**config.mk**
```make
export PLATFORM = sky130hd
export DESIGN_NAME = tcc_top
export DESIGN_NICKNAME = d
export VERILOG_FILES = /design/src/hw/tcc_pkg.sv /design/src/hw/tcc_match.sv /design/src/hw/tcc_capture.sv /design/src/hw/tcc_top.sv
export SDC_FILE = /design/constraint.sdc
export NUM_CORES = 1
export LEC_CHECK = 0
export BUFFER_PORTS_ARGS = -buffer_cell sky130_fd_sc_hd__buf_2
export CAP_MARGIN = 20
export CORE_ASPECT_RATIO = 2
export CORE_MARGIN = 2
export CORE_UTILIZATION = 35
export DETAILED_ROUTE_END_ITERATION = 16
export PLACE_DENSITY_LB_ADDON = 0.15
export RECOVER_POWER = 50
export SYNTH_ARGS = -nofsm -noshare
export SYNTH_HDL_FRONTEND = slang
export SYNTH_SLANG_ARGS = --single-unit
```
**constraint.sdc**
```tcl
create_clock -name clock_in -period 2.55 [get_ports clock_in]
set_input_delay 0.765 -clock clock_in [delete_from_list [all_inputs] [get_ports clock_in]]
set_output_delay 0.765 -clock clock_in [all_outputs]
set_load 0.01 [all_outputs]
```
**src/hw/tcc_pkg.sv**
```systemverilog
// constants for the timer compare, capture and interrupt block
package tcc_pkg;
  // register byte addresses
  localparam logic [7:0] ADDR_CMP_A_LO   = 8'h00;
  localparam logic [7:0] ADDR_CMP_A_HI   = 8'h04;
  localparam logic [7:0] ADDR_CMP_B_LO   = 8'h08;
  localparam logic [7:0] ADDR_CMP_B_HI   = 8'h0c;
  localparam logic [7:0] ADDR_CMP_C_LO   = 8'h10;
  localparam logic [7:0] ADDR_CMP_C_HI   = 8'h14;
  localparam logic [7:0] ADDR_CAPT_LO    = 8'h18;
  localparam logic [7:0] ADDR_CAPT_HI    = 8'h1c;
  localparam logic [7:0] ADDR_IRQ_MASK   = 8'h20;
  localparam logic [7:0] ADDR_IRQ_FLAGS  = 8'h24;
  localparam logic [7:0] ADDR_CTRL       = 8'h28;
  // interrupt bit positions
  localparam int BIT_OVF  = 0;
  localparam int BIT_CMPA = 1;
  localparam int BIT_CMPB = 2;
  localparam int BIT_CMPC = 3;
  localparam int BIT_CAPT = 5;
  localparam logic [7:0] MASK_IMPL  = 8'h2f;
  localparam logic [7:0] MASK_RESET = 8'h00;
  localparam logic [7:0] FLAG_RESET = 8'h00;
  localparam logic [15:0] CMP_RESET = 16'h0000;
  // control register fields
  localparam int CTRL_GIE = 0;
  localparam int CTRL_ACO = 1;
  localparam logic [1:0] CTRL_RESET = 2'h0;
  // waveform modes; the first four use capture_value as top
  localparam logic [3:0] WGM_PFC_CAPT  = 4'h8;
  localparam logic [3:0] WGM_PC_CAPT   = 4'ha;
  localparam logic [3:0] WGM_CTC_CAPT  = 4'hc;
  localparam logic [3:0] WGM_FAST_CAPT = 4'he;
  localparam logic [3:0] WGM_NORMAL    = 4'h0;
  localparam logic [3:0] WGM_CTC_A     = 4'h4;
  localparam logic [1:0] AXI_OKAY   = 2'h0;
  localparam logic [1:0] AXI_SLVERR = 2'h2;
  typedef enum logic [1:0] {TCC_IDLE, TCC_WRESP, TCC_RRESP} tcc_bus_state_t;
endpackage

```
**src/hw/tcc_match.sv**
```systemverilog
// one compare channel: equality test and registered match flag
`timescale 1ns/1ps
`default_nettype none
module tcc_match (
  input  wire logic        clock_in,    // timer clock
  input  wire logic        rst_in,      // sync reset
  input  wire logic [15:0] counter_in,  // counter value
  input  wire logic [15:0] compare_in,  // compare value
  input  wire logic        block_in,    // suppress after counter write
  output var  logic        match_out    // registered match, one cycle later
);
  logic match_q;
  logic match_d;
  always_comb begin
    match_d = (counter_in == compare_in) && !block_in;
  end
  always_ff @(posedge clock_in) begin
    if (rst_in) begin
      match_q <= 1'b0;
    end else begin
      match_q <= match_d;
    end
  end
  assign match_out = match_q;
endmodule
`default_nettype wire

```
**src/hw/tcc_capture.sv**
```systemverilog
// capture edge detection and capture register
`timescale 1ns/1ps
`default_nettype none
module tcc_capture (
  input  wire logic        clock_in,    // timer clock
  input  wire logic        rst_in,      // sync reset
  input  wire logic        event_in,    // selected capture source level
  input  wire logic        rising_in,   // 1 rising edge, 0 falling edge
  input  wire logic        enable_in,   // capture allowed (not used as top)
  input  wire logic [15:0] counter_in,  // counter value
  output var  logic [15:0] value_out,   // capture_value
  output var  logic        event_out    // capture happened, one cycle pulse
);
  logic        prev_q, prev_d, ev_q, ev_d;
  logic [15:0] val_q, val_d;
  logic        edge_hit;
  always_comb begin
    edge_hit = rising_in ? (event_in && !prev_q) : (!event_in && prev_q);
    prev_d   = event_in;
    ev_d     = edge_hit && enable_in;
    val_d    = ev_d ? counter_in : val_q;
  end
  always_ff @(posedge clock_in) begin
    if (rst_in) begin
      prev_q <= 1'b0;
      ev_q   <= 1'b0;
      val_q  <= 16'h0000;
    end else begin
      prev_q <= prev_d;
      ev_q   <= ev_d;
      val_q  <= val_d;
    end
  end
  assign value_out = val_q;
  assign event_out = ev_q;
endmodule
`default_nettype wire

```
**src/hw/tcc_top.sv**
```systemverilog
// timer compare, capture and interrupt block with axi4-lite registers
`timescale 1ns/1ps
`default_nettype none
module tcc_top
  import tcc_pkg::*;
(
  input  wire logic        clock_in,         // 20 MHz clock
  input  wire logic        rst_in,           // sync reset, active high
  input  wire logic [7:0]  s_axi_awaddr,     // write address
  input  wire logic        s_axi_awvalid,    // write address valid
  output var  logic        s_axi_awready,    // write address ready
  input  wire logic [31:0] s_axi_wdata,      // write data
  input  wire logic [3:0]  s_axi_wstrb,      // write strobes
  input  wire logic        s_axi_wvalid,     // write data valid
  output var  logic        s_axi_wready,     // write data ready
  output var  logic [1:0]  s_axi_bresp,      // write response
  output var  logic        s_axi_bvalid,     // write response valid
  input  wire logic        s_axi_bready,     // write response ready
  input  wire logic [7:0]  s_axi_araddr,     // read address
  input  wire logic        s_axi_arvalid,    // read address valid
  output var  logic        s_axi_arready,    // read address ready
  output var  logic [31:0] s_axi_rdata,      // read data
  output var  logic [1:0]  s_axi_rresp,      // read response
  output var  logic        s_axi_rvalid,     // read data valid
  input  wire logic        s_axi_rready,     // read data ready
  input  wire logic [15:0] counter_value_in, // running counter
  input  wire logic        counter_write_in, // cpu wrote the counter
  input  wire logic        overflow_in,      // counter overflow event
  input  wire logic        top_reached_in,   // counter reached top
  input  wire logic [3:0]  waveform_mode_field_in, // waveform mode
  input  wire logic        capture_input_pin_in,   // capture pin
  input  wire logic        comparator_in,    // analog comparator output
  input  wire logic        capture_rising_in,// capture edge select
  input  wire logic        force_match_a_in, // forced compare strobe a
  input  wire logic        force_match_b_in, // forced compare strobe b
  input  wire logic        force_match_c_in, // forced compare strobe c
  input  wire logic [7:0]  irq_ack_in,       // vector acknowledge per flag bit
  output var  logic [2:0]  match_out,        // compare match a,b,c (with force)
  output var  logic [15:0] compare_value_a_out, // compare a value
  output var  logic [15:0] compare_value_b_out, // compare b value
  output var  logic [15:0] compare_value_c_out, // compare c value
  output var  logic [15:0] capture_top_out,  // capture value as top
  output var  logic        capture_is_top_out, // mode uses capture as top
  output var  logic [7:0]  irq_req_out,      // request per source
  output var  logic        irq_out           // any unmasked request
);
  tcc_bus_state_t st_q, st_d;
  logic [15:0] cmp_q [3];
  logic [15:0] cmp_d [3];
  logic [7:0]  hi_latch_q, hi_latch_d;
  logic [7:0]  mask_q, mask_d, flags_q, flags_d;
  logic [1:0]  ctrl_q, ctrl_d;
  logic [7:0]  aw_q, aw_d;
  logic [31:0] wd_q, wd_d, rdata_q, rdata_d;
  logic [3:0]  ws_q, ws_d;
  logic        aw_have_q, aw_have_d, w_have_q, w_have_d;
  logic [1:0]  bresp_q, bresp_d, rresp_q, rresp_d;
  logic [7:0]  req_q, req_d;
  logic        irq_q, irq_d, cap_top_q, cap_top_d;
  logic [2:0]  mh, fm_q, fm_d;
  logic [15:0] cap_val;
  logic        cap_ev, cap_top_mode;
  logic [7:0]  set_ev;
  logic        awready_q, awready_d, wready_q, wready_d, arready_q, arready_d;
  logic        bvalid_q, bvalid_d, rvalid_q, rvalid_d;

  assign cap_top_mode = (waveform_mode_field_in == WGM_PFC_CAPT)
                     || (waveform_mode_field_in == WGM_PC_CAPT)
                     || (waveform_mode_field_in == WGM_CTC_CAPT)
                     || (waveform_mode_field_in == WGM_FAST_CAPT);

  genvar g;
  generate
    for (g = 0; g < 3; g++) begin : gen_match
      tcc_match u_match (
        .clock_in   (clock_in),
        .rst_in     (rst_in),
        .counter_in (counter_value_in),
        .compare_in (cmp_q[g]),
        .block_in   (counter_write_in),
        .match_out  (mh[g])
      );
    end
  endgenerate

  tcc_capture u_capture (
    .clock_in   (clock_in),
    .rst_in     (rst_in),
    .event_in   (ctrl_q[CTRL_ACO] ? comparator_in : capture_input_pin_in),
    .rising_in  (capture_rising_in),
    .enable_in  (!cap_top_mode),
    .counter_in (counter_value_in),
    .value_out  (cap_val),
    .event_out  (cap_ev)
  );

  // hardware events; forced strobes only reach the waveform path
  always_comb begin
    set_ev           = 8'h00;
    set_ev[BIT_CMPA] = mh[0];
    set_ev[BIT_CMPB] = mh[1];
    set_ev[BIT_CMPC] = mh[2];
    set_ev[BIT_CAPT] = cap_top_mode ? top_reached_in : cap_ev;
    set_ev[BIT_OVF]  = overflow_in;
    fm_d = mh | {force_match_c_in, force_match_b_in, force_match_a_in};
    cap_top_d = cap_top_mode;
  end

  // axi4-lite slave, one write and one read at a time
  always_comb begin
    st_d       = st_q;
    aw_d       = aw_q;
    wd_d       = wd_q;
    ws_d       = ws_q;
    aw_have_d  = aw_have_q;
    w_have_d   = w_have_q;
    bresp_d    = bresp_q;
    rresp_d    = rresp_q;
    rdata_d    = rdata_q;
    cmp_d      = cmp_q;
    hi_latch_d = hi_latch_q;
    mask_d     = mask_q;
    ctrl_d     = ctrl_q;
    flags_d    = flags_q;
    if (s_axi_awvalid && awready_q) begin
      aw_d      = s_axi_awaddr;
      aw_have_d = 1'b1;
    end
    if (s_axi_wvalid && wready_q) begin
      wd_d     = s_axi_wdata;
      ws_d     = s_axi_wstrb;
      w_have_d = 1'b1;
    end
    case (st_q)
      TCC_IDLE: begin
        if (aw_have_q && w_have_q) begin
          bresp_d = AXI_OKAY;
          if (ws_q[0]) begin
            if (aw_q == ADDR_CMP_A_HI || aw_q == ADDR_CMP_B_HI
                || aw_q == ADDR_CMP_C_HI) begin
              hi_latch_d = wd_q[7:0];
            end else if (aw_q == ADDR_CMP_A_LO) begin
              cmp_d[0] = {hi_latch_q, wd_q[7:0]};
            end else if (aw_q == ADDR_CMP_B_LO) begin
              cmp_d[1] = {hi_latch_q, wd_q[7:0]};
            end else if (aw_q == ADDR_CMP_C_LO) begin
              cmp_d[2] = {hi_latch_q, wd_q[7:0]};
            end else if (aw_q == ADDR_IRQ_MASK) begin
              mask_d = wd_q[7:0] & MASK_IMPL;
            end else if (aw_q == ADDR_IRQ_FLAGS) begin
              flags_d = flags_q & ~(wd_q[7:0] & MASK_IMPL);
            end else if (aw_q == ADDR_CTRL) begin
              ctrl_d = wd_q[1:0];
            end else if (aw_q == ADDR_CAPT_LO || aw_q == ADDR_CAPT_HI) begin
              bresp_d = AXI_OKAY;
            end else begin
              bresp_d = AXI_SLVERR;
            end
          end
          aw_have_d = 1'b0;
          w_have_d  = 1'b0;
          st_d      = TCC_WRESP;
        end else if (s_axi_arvalid && arready_q) begin
          rresp_d = AXI_OKAY;
          rdata_d = 32'h0000_0000;
          if (s_axi_araddr == ADDR_CMP_A_LO) begin
            rdata_d[7:0] = cmp_q[0][7:0];
          end else if (s_axi_araddr == ADDR_CMP_A_HI) begin
            rdata_d[7:0] = cmp_q[0][15:8];
          end else if (s_axi_araddr == ADDR_CMP_B_LO) begin
            rdata_d[7:0] = cmp_q[1][7:0];
          end else if (s_axi_araddr == ADDR_CMP_B_HI) begin
            rdata_d[7:0] = cmp_q[1][15:8];
          end else if (s_axi_araddr == ADDR_CMP_C_LO) begin
            rdata_d[7:0] = cmp_q[2][7:0];
          end else if (s_axi_araddr == ADDR_CMP_C_HI) begin
            rdata_d[7:0] = cmp_q[2][15:8];
          end else if (s_axi_araddr == ADDR_CAPT_LO) begin
            rdata_d[7:0] = cap_val[7:0];
            hi_latch_d   = cap_val[15:8];
          end else if (s_axi_araddr == ADDR_CAPT_HI) begin
            rdata_d[7:0] = hi_latch_q;
          end else if (s_axi_araddr == ADDR_IRQ_MASK) begin
            rdata_d[7:0] = mask_q;
          end else if (s_axi_araddr == ADDR_IRQ_FLAGS) begin
            rdata_d[7:0] = flags_q;
          end else if (s_axi_araddr == ADDR_CTRL) begin
            rdata_d[1:0] = ctrl_q;
          end else begin
            rresp_d = AXI_SLVERR;
          end
          st_d = TCC_RRESP;
        end
      end
      TCC_WRESP: begin
        if (s_axi_bready) begin
          st_d = TCC_IDLE;
        end
      end
      TCC_RRESP: begin
        if (s_axi_rready) begin
          st_d = TCC_IDLE;
        end
      end
      default: begin
        st_d = TCC_IDLE;
      end
    endcase
    // acknowledge clears, then hardware set wins
    flags_d = (flags_d & ~irq_ack_in) | (set_ev & MASK_IMPL);
    // handshake outputs registered from the next state
    awready_d = (st_d == TCC_IDLE) && !aw_have_d;
    wready_d  = (st_d == TCC_IDLE) && !w_have_d;
    arready_d = (st_d == TCC_IDLE) && !(aw_have_d && w_have_d);
    bvalid_d  = (st_d == TCC_WRESP);
    rvalid_d  = (st_d == TCC_RRESP);
  end

  always_comb begin
    req_d = flags_q & mask_q & {8{ctrl_q[CTRL_GIE]}};
    irq_d = |req_d;
  end

  always_ff @(posedge clock_in) begin
    if (rst_in) begin
      st_q       <= TCC_IDLE;
      aw_q       <= 8'h00;
      wd_q       <= 32'h0000_0000;
      ws_q       <= 4'h0;
      aw_have_q  <= 1'b0;
      w_have_q   <= 1'b0;
      bresp_q    <= AXI_OKAY;
      rresp_q    <= AXI_OKAY;
      rdata_q    <= 32'h0000_0000;
      cmp_q[0]   <= CMP_RESET;
      cmp_q[1]   <= CMP_RESET;
      cmp_q[2]   <= CMP_RESET;
      hi_latch_q <= 8'h00;
      mask_q     <= MASK_RESET;
      flags_q    <= FLAG_RESET;
      ctrl_q     <= CTRL_RESET;
      req_q      <= 8'h00;
      irq_q      <= 1'b0;
      fm_q       <= 3'h0;
      cap_top_q  <= 1'b0;
      awready_q  <= 1'b0;
      wready_q   <= 1'b0;
      arready_q  <= 1'b0;
      bvalid_q   <= 1'b0;
      rvalid_q   <= 1'b0;
    end else begin
      st_q       <= st_d;
      aw_q       <= aw_d;
      wd_q       <= wd_d;
      ws_q       <= ws_d;
      aw_have_q  <= aw_have_d;
      w_have_q   <= w_have_d;
      bresp_q    <= bresp_d;
      rresp_q    <= rresp_d;
      rdata_q    <= rdata_d;
      cmp_q      <= cmp_d;
      hi_latch_q <= hi_latch_d;
      mask_q     <= mask_d;
      flags_q    <= flags_d;
      ctrl_q     <= ctrl_d;
      req_q      <= req_d;
      irq_q      <= irq_d;
      fm_q       <= fm_d;
      cap_top_q  <= cap_top_d;
      awready_q  <= awready_d;
      wready_q   <= wready_d;
      arready_q  <= arready_d;
      bvalid_q   <= bvalid_d;
      rvalid_q   <= rvalid_d;
    end
  end

  assign s_axi_awready       = awready_q;
  assign s_axi_wready        = wready_q;
  assign s_axi_bvalid        = bvalid_q;
  assign s_axi_bresp         = bresp_q;
  assign s_axi_arready       = arready_q;
  assign s_axi_rvalid        = rvalid_q;
  assign s_axi_rdata         = rdata_q;
  assign s_axi_rresp         = rresp_q;
  assign match_out           = fm_q;
  assign compare_value_a_out = cmp_q[0];
  assign compare_value_b_out = cmp_q[1];
  assign compare_value_c_out = cmp_q[2];
  assign capture_top_out     = cap_val;
  assign capture_is_top_out  = cap_top_q;
  assign irq_req_out         = req_q;
  assign irq_out             = irq_q;
endmodule
`default_nettype wire

```
### Word-level counts from Yosys, hierarchy flattened

Cells that the tools add are included.
Widths: inputs -> output; s select.

| word-level totals | value |
|---|---|
| bits in registers | 143 |
| input bits | 96 |
| word-level logic and storage cells | 193 |

| cells by class | value |
|---|---|
| equal/unequal tests | 39 |
| multiplexer cells | 66 |
| bitwise logic cells | 15 |
| reduce and logical (&&, ||, !) cells | 42 |

Operators by type and width:

| operator | count |
|---|---|
| $mux 8 | 29 |
| $eq 8x5->1 const B | 8 |
| $mux 2 | 26 |
| $eq 16x16->1 | 3 |
| $eq 8x6->1 const B | 6 |
| $eq 8x4->1 const B | 4 |
| $and 8x8->8 | 3 |
| $eq 4x4->1 const B | 4 |
| $eq 8x3->1 const B | 2 |
| $logic_not 8->1 | 2 |
| $logic_and 1x1->1 | 14 |
| $ne 2x2->1 const B | 7 |
| $reduce_and 11->1 | 1 |
| $reduce_and 10->1 | 1 |
| $mux 1 | 9 |
| $and 8x6->8 | 1 |
| $not 6->8 | 1 |
| $not 8->8 | 1 |
| $or 8x6->8 | 1 |
| $reduce_and 8->1 | 1 |
| $reduce_or 8->1 | 1 |
| $logic_not 1->1 | 7 |
| $not 1->1 | 7 |
| $reduce_and 7->1 | 1 |
| other kinds (13) | 22 |

### Depth between registers and ports, before layout

| logic depth | value |
|---|---|
| word-level depth | 13 |
| depth in mapped cells | 8 |
| gate-level depth less buffers | 5 |

### By module

From an unflattened synthesis, not the netlist that was laid out.

| unflattened totals | value |
|---|---|
| cell total of the unflattened synthesis | 796 |
| area, all modules | 6842.8 um^2 |

By module, submodules not included:

| module | times used | cells each | area an instance (um^2) |
|---|---|---|---|
| tcc_top | 1 | 652 | 5440.2 |
| tcc_capture | 1 | 75 | 794.5 |
| tcc_match | 3 | 23 | 202.7 |

### Least setup slack after synthesis

OpenSTA, ideal clock, no wires.

| timing | value |
|---|---|
| path type | input to register |
| start | input port s_axi_araddr[1] |
| end | register rdata_q[0] (netlist: s_axi_rdata[0]) |
| arrival | 2359 ps |
| slack | 75 ps |
| stages | 5 |
| path buffers | 0 |
| cell sequence | or4_4 > or3_4 > o311a_1 > a32o_1 > a31o_1 |

| on the way | value |
|---|---|
| word-level cells in the longest chain between the ends | 12 |
| elaborated cells between the ends (all ways) | 22 |
| those cells by class | eq/ne: 10; mux: 11; reduce/logical: 1 |

RTL lines:

| what | line | RTL |
|---|---|---|
| start, declared | tcc_top.sv:19 | `input wire logic [7:0] s_axi_araddr,` |
| $eq 8x6->1 | tcc_top.sv:187 | `end else if (s_axi_araddr == ADDR_CTRL) begin` |
| $mux 2 | tcc_top.sv:187 |  |
| $mux 2 | tcc_top.sv:185 | `end else if (s_axi_araddr == ADDR_IRQ_FLAGS) begin` |
| $mux 8 | tcc_top.sv:183 | `end else if (s_axi_araddr == ADDR_IRQ_MASK) begin` |
| $mux 8 | tcc_top.sv:181 | `end else if (s_axi_araddr == ADDR_CAPT_HI) begin` |
| $mux 8 | tcc_top.sv:178 | `end else if (s_axi_araddr == ADDR_CAPT_LO) begin` |
| $mux 8 | tcc_top.sv:176 | `end else if (s_axi_araddr == ADDR_CMP_C_HI) begin` |
| $mux 8 | tcc_top.sv:174 | `end else if (s_axi_araddr == ADDR_CMP_C_LO) begin` |
| $mux 8 | tcc_top.sv:172 | `end else if (s_axi_araddr == ADDR_CMP_B_HI) begin` |
| $mux 8 | tcc_top.sv:170 | `end else if (s_axi_araddr == ADDR_CMP_B_LO) begin` |
| $mux 8 | tcc_top.sv:168 | `end else if (s_axi_araddr == ADDR_CMP_A_HI) begin` |
| $mux 8 (*) | tcc_top.sv:166 | `if (s_axi_araddr == ADDR_CMP_A_LO) begin` |
| end signal, assigned | tcc_top.sv:260 | `rdata_q <= rdata_d;` |
| end, declared | tcc_top.sv:54 | `logic [31:0] wd_q, wd_d, rdata_q, rdata_d;` |

Mark *: on every way between the ends. The rest lies on a longest branch, timed or not.
A chain may end at the register's enable or synchronous reset.

### Worst setup path after layout

| timing | value |
|---|---|
| start | input port counter_value_in[1] |
| end | register gen_match[1].u_match.match_q |

| on the way | value |
|---|---|
| word-level cells in the longest chain between the ends | 2 |

RTL lines:

| what | line | RTL |
|---|---|---|
| start, declared | tcc_top.sv:26 | `input wire logic [15:0] counter_value_in,` |
| $eq 16x16->1 | tcc_match.sv:15 | `match_d = (counter_in == compare_in) && !block_in;` |
| $logic_and 1x1->1 | tcc_match.sv:15 |  |
| end signal, assigned | tcc_match.sv:21 | `match_q <= match_d;` |
| end, declared | tcc_match.sv:12 | `logic match_q;` |

Every way passes these cells.

==> impl_metrics.json <==
{
  "tritoncts.num_buffers": 17,
  "hp-class": "flop to flop",
  "cp_data_required_time_ns": 2.92,
  "pwr-share-comb_pct": 9.4,
  "most_repeated_library_cell_on_the_critical_path": "nor4_1",
  "final.min_clock_period_ns": 2.29,
  "drtPass1Iterations": 5,
  "chipHeight_um": 198,
  "design.final.nets": 1039,
  "holdBufCountCts": 0,
  "floorplan.die_area_um2": 20100,
  "syn_area_um2": 6610,
  "async_reset_ff_share_pct": 0,
  "avgSynthCellArea_um2": 8.44,
  "worst_setup_hold_path_clk_slew_ns": 0.06,
  "die_x_um": 101,
  "yosys_most_used_dff": "dfxtp_1",
  "max_cap_violations": 0,
  "ant_nets": 0,
  "yosysSeqAreaShare_pct": 41.8,
  "first_global_vias": 5947,
  "num_vias": 6245,
  "run_status": "finished clean",
  "worst_path_max_delay_cell": "nor4_1",
  "crit_path_start_kind": "input port",
  "crit_chain": "clkbuf_1 > xor2_1 > nor4_1 > nand4_1 > nor4_1 > buf_4",
  "routed_wl_mm": 24.2,
  "worst_ir_drop_vdd_v": 0.000429,
  "timing.critical_path.to_type": "flop",
  "worst_path_fanout_max": 4,
  "grt_max_degree": 93,
  "sw_frac_of_total_pct": 27.1,
  "cts.htree.levels": 4,
  "row_count": 71,
  "final_cell_count_no_fill": 1174,
  "worst_pin_slew_ns": 0.920,
  "place_area_um2": 7660,
  "cts_tree": "done",
  "clock_tree.buffer_depth": 2,
  "rsz_0062_raised_after_global_routing": "false",
  "postSynthCellCount": 783,
  "route.detailed.drc": 0,
  "core_region_area_um2": 18700,
  "timing.clock.skew_ns": 0.00941,
  "timing.critical_path.arrival_ns": 2.66,
  "critPathKind": "input port to flop",
  "worst_slew_margin_rel_pct": 38.1,
  "timing_max_transition_violations_final": 0,
  "layout-area-overhead-vs-synth_pct": 22.9,
  "cts_root_buffer": "clkbuf_16",
  "synth.yosys.warnings": 0,
  "cts_repair_resize_count": 0,
  "grt-ovfl-total": 0,
  "antenna_cells_inserted": 0,
  "timing_hold_violations_final": 0,
  "wire_length_of_the_first_global_routing_pass_mm": 34.8,
  "number_of_different_library_cells_in_the_post_synthesis_netlist": 55,
  "power_density_over_cell_area_nw_per_um2": 631,
  "antenna_found_initial": 0,
  "max_freq_mhz": 438,
  "yosys_top_cell_area_share_pct": 41.8,
  "synth_top_area_cell": "dfxtp_1",
  "detail_route.vias_per_cell": 5.32,
  "stdcell_area_um2": 8120,
  "mostFrequentLayoutCells": "dfxtp_1, nand2_1, buf_2",
  "layout_commonest_cell": "dfxtp_1",
  "report.final.setup_viol": 0,
  "switching_power_uw": 1390,
  "totalNegativeSetupSlack_ns": 0,
  "global_route.usage.total_pct": 23.8,
  "placement.io_buffers": 155,
  "final_worst_path_period_share_pct": 89.6,
  "post_drt_wl_per_cell_um": 20.6,
  "globalplace.congestion": 0.886,
  "register_bit_total_from_synthesis": 138,
  "power_frac_clock_pct": 46.1,
  "worst_skew_pair.late_latency_ns": 0.43,
  "synth_top_cells_by_area": "dfxtp_1, mux2i_1, nand2_1",
  "worst_path_largest_cell_delay_ns": 0.71,
  "total_leakage_power_uw": 0.00341,
  "clkSinkCount": 138,
  "synth-edff-count": 0,
  "place_inst": 1143,
  "finalPower_uw": 5130,
  "top_level_ports": 214,
  "pwr-share-seq_pct": 44.5,
  "internal-power_uw": 3730,
  "drive_gt1_share_pct": 18.0,
  "detailedPlacementHpwl_mm": 18.6,
  "cts.repair_timing.setup_buffer_count": 0,
  "detailedRoute.firstIterationViolations": 377,
  "initial_utilization_pct": 35.4
}
-- final timing paths --
path | start | endpoint | slack, ns | cells after the start
setup / recovery | counter_value_in[1] | gen_match[1].u_match.match_out | 0.26 | 6
hold / removal | s_axi_bresp[1] | s_axi_bresp[1] | 0.47 | 2
setup reg to reg | st_q[1] | compare_value_b_out[11] | 0.29 | 5
hold reg to reg | s_axi_bresp[1] | s_axi_bresp[1] | 0.47 | 2
-- Yosys cell counts, drive strengths merged, types with 2 or more instances --
master,count
nor3,13
dfxtp,138
nand3,8
nor2,76
a21oi,68
nand3b,2
buf,41
a31oi,9
clkbuf,34
nand4,5
a22oi,5
mux4,4
mux2i,61
a221oi,3
xor2,48
or3,3
o21ai,20
nand2b,7
o22ai,10
nor4,17
nor3b,7
o311ai,3
and2,6
or4,4
nand4b,2
nor2b,4
and3,3
o211ai,4
o221ai,2
nand2,136
a211oi,11
a32oi,2
and4,3
inv,9
nor4b,3
-- cell families (layout without fill, tap and decap cells) --
| family | Yosys count | in the layout | share of synthesized area, % |
|---|---|---|---|
| DFF | 138 | 138 | 41.8 |
| AOI/OAI and AO/OA | 145 | 145 | 13.2 |
| xor gates and xnor gates | 48 | 48 | 6.36 |
| muxes | 66 | 66 | 10.8 |
| other | 1 | 29 | 0.0568 |
| and+or+nand+nor | 301 | 301 | 21.2 |
| buffers and inverters | 84 | 228 | 6.63 |
-- cell type report --
type	instances	area, µm²
timing repair buffer	188	983
clock inverter	13	123
sequential	138	2760
fill	1979	10500
multi-input combinational	589	3510
clock buffer	18	429
inverter	9	33.8
tap	219	274
-- critical path: cells and delay by family --
| kind | cells | cell delay [ns] |
|---|---|---|
| xor gates and xnor gates | 1 | 0.14 |
| buffers and inverters | 2 | 0.59 |
| and+or+nand+nor | 3 | 1.16 |
-- layer usage --
layer  GRT usage (%)  part of all wire (%)  vias up
li1                -                     -     2997
met1            25.3                    37     2960
met2            41.5                    51      231
met3            4.24                   4.9       57
met4            16.7                   6.3        0
met5               0                     0        -
-- registers in the layout, indices dropped and copies added, names as in the netlist, 8 cells and up --
register	flops
aw_q	8
compare_value_a_out	16
compare_value_b_out	16
compare_value_c_out	16
flags_q	8
hi_latch_q	8
s_axi_rdata	8
u_capture.value_out	16
wd_q	8
-- power by group through the flow --
| stage | registers (µW) | logic, µW | clock network (µW) |
|---|---|---|---|
| 3_3_place_gp | 2330 | 495 | 0 |
| 5_1_grt | 2280 | 527 | 2470 |
| 2_1_floorplan | 2310 | 308 | 0 |
| 3_5_place_dp | 2330 | 496 | 0 |
| 4_1_cts | 2280 | 498 | 2410 |
| 6_report | 2280 | 483 | 2360 |
-- per-stage QoR --
| stage | utilization [%] | setup WS [ns] | hold WS [ns] |
|---|---|---|---|
| 5_1_grt | 43.5 | 0.150 | 0.489 |
| 2_1_floorplan | - | 0.0751 | 0.429 |
| 4_1_cts | 44.0 | 0.314 | 0.465 |
| 6_report | 43.5 | 0.265 | 0.474 |
| 3_3_place_gp | 41.1 | -0.0365 | 0.445 |
| 3_5_place_dp | 41.1 | -0.0438 | 0.448 |
(Power assumes the default switching activity.)
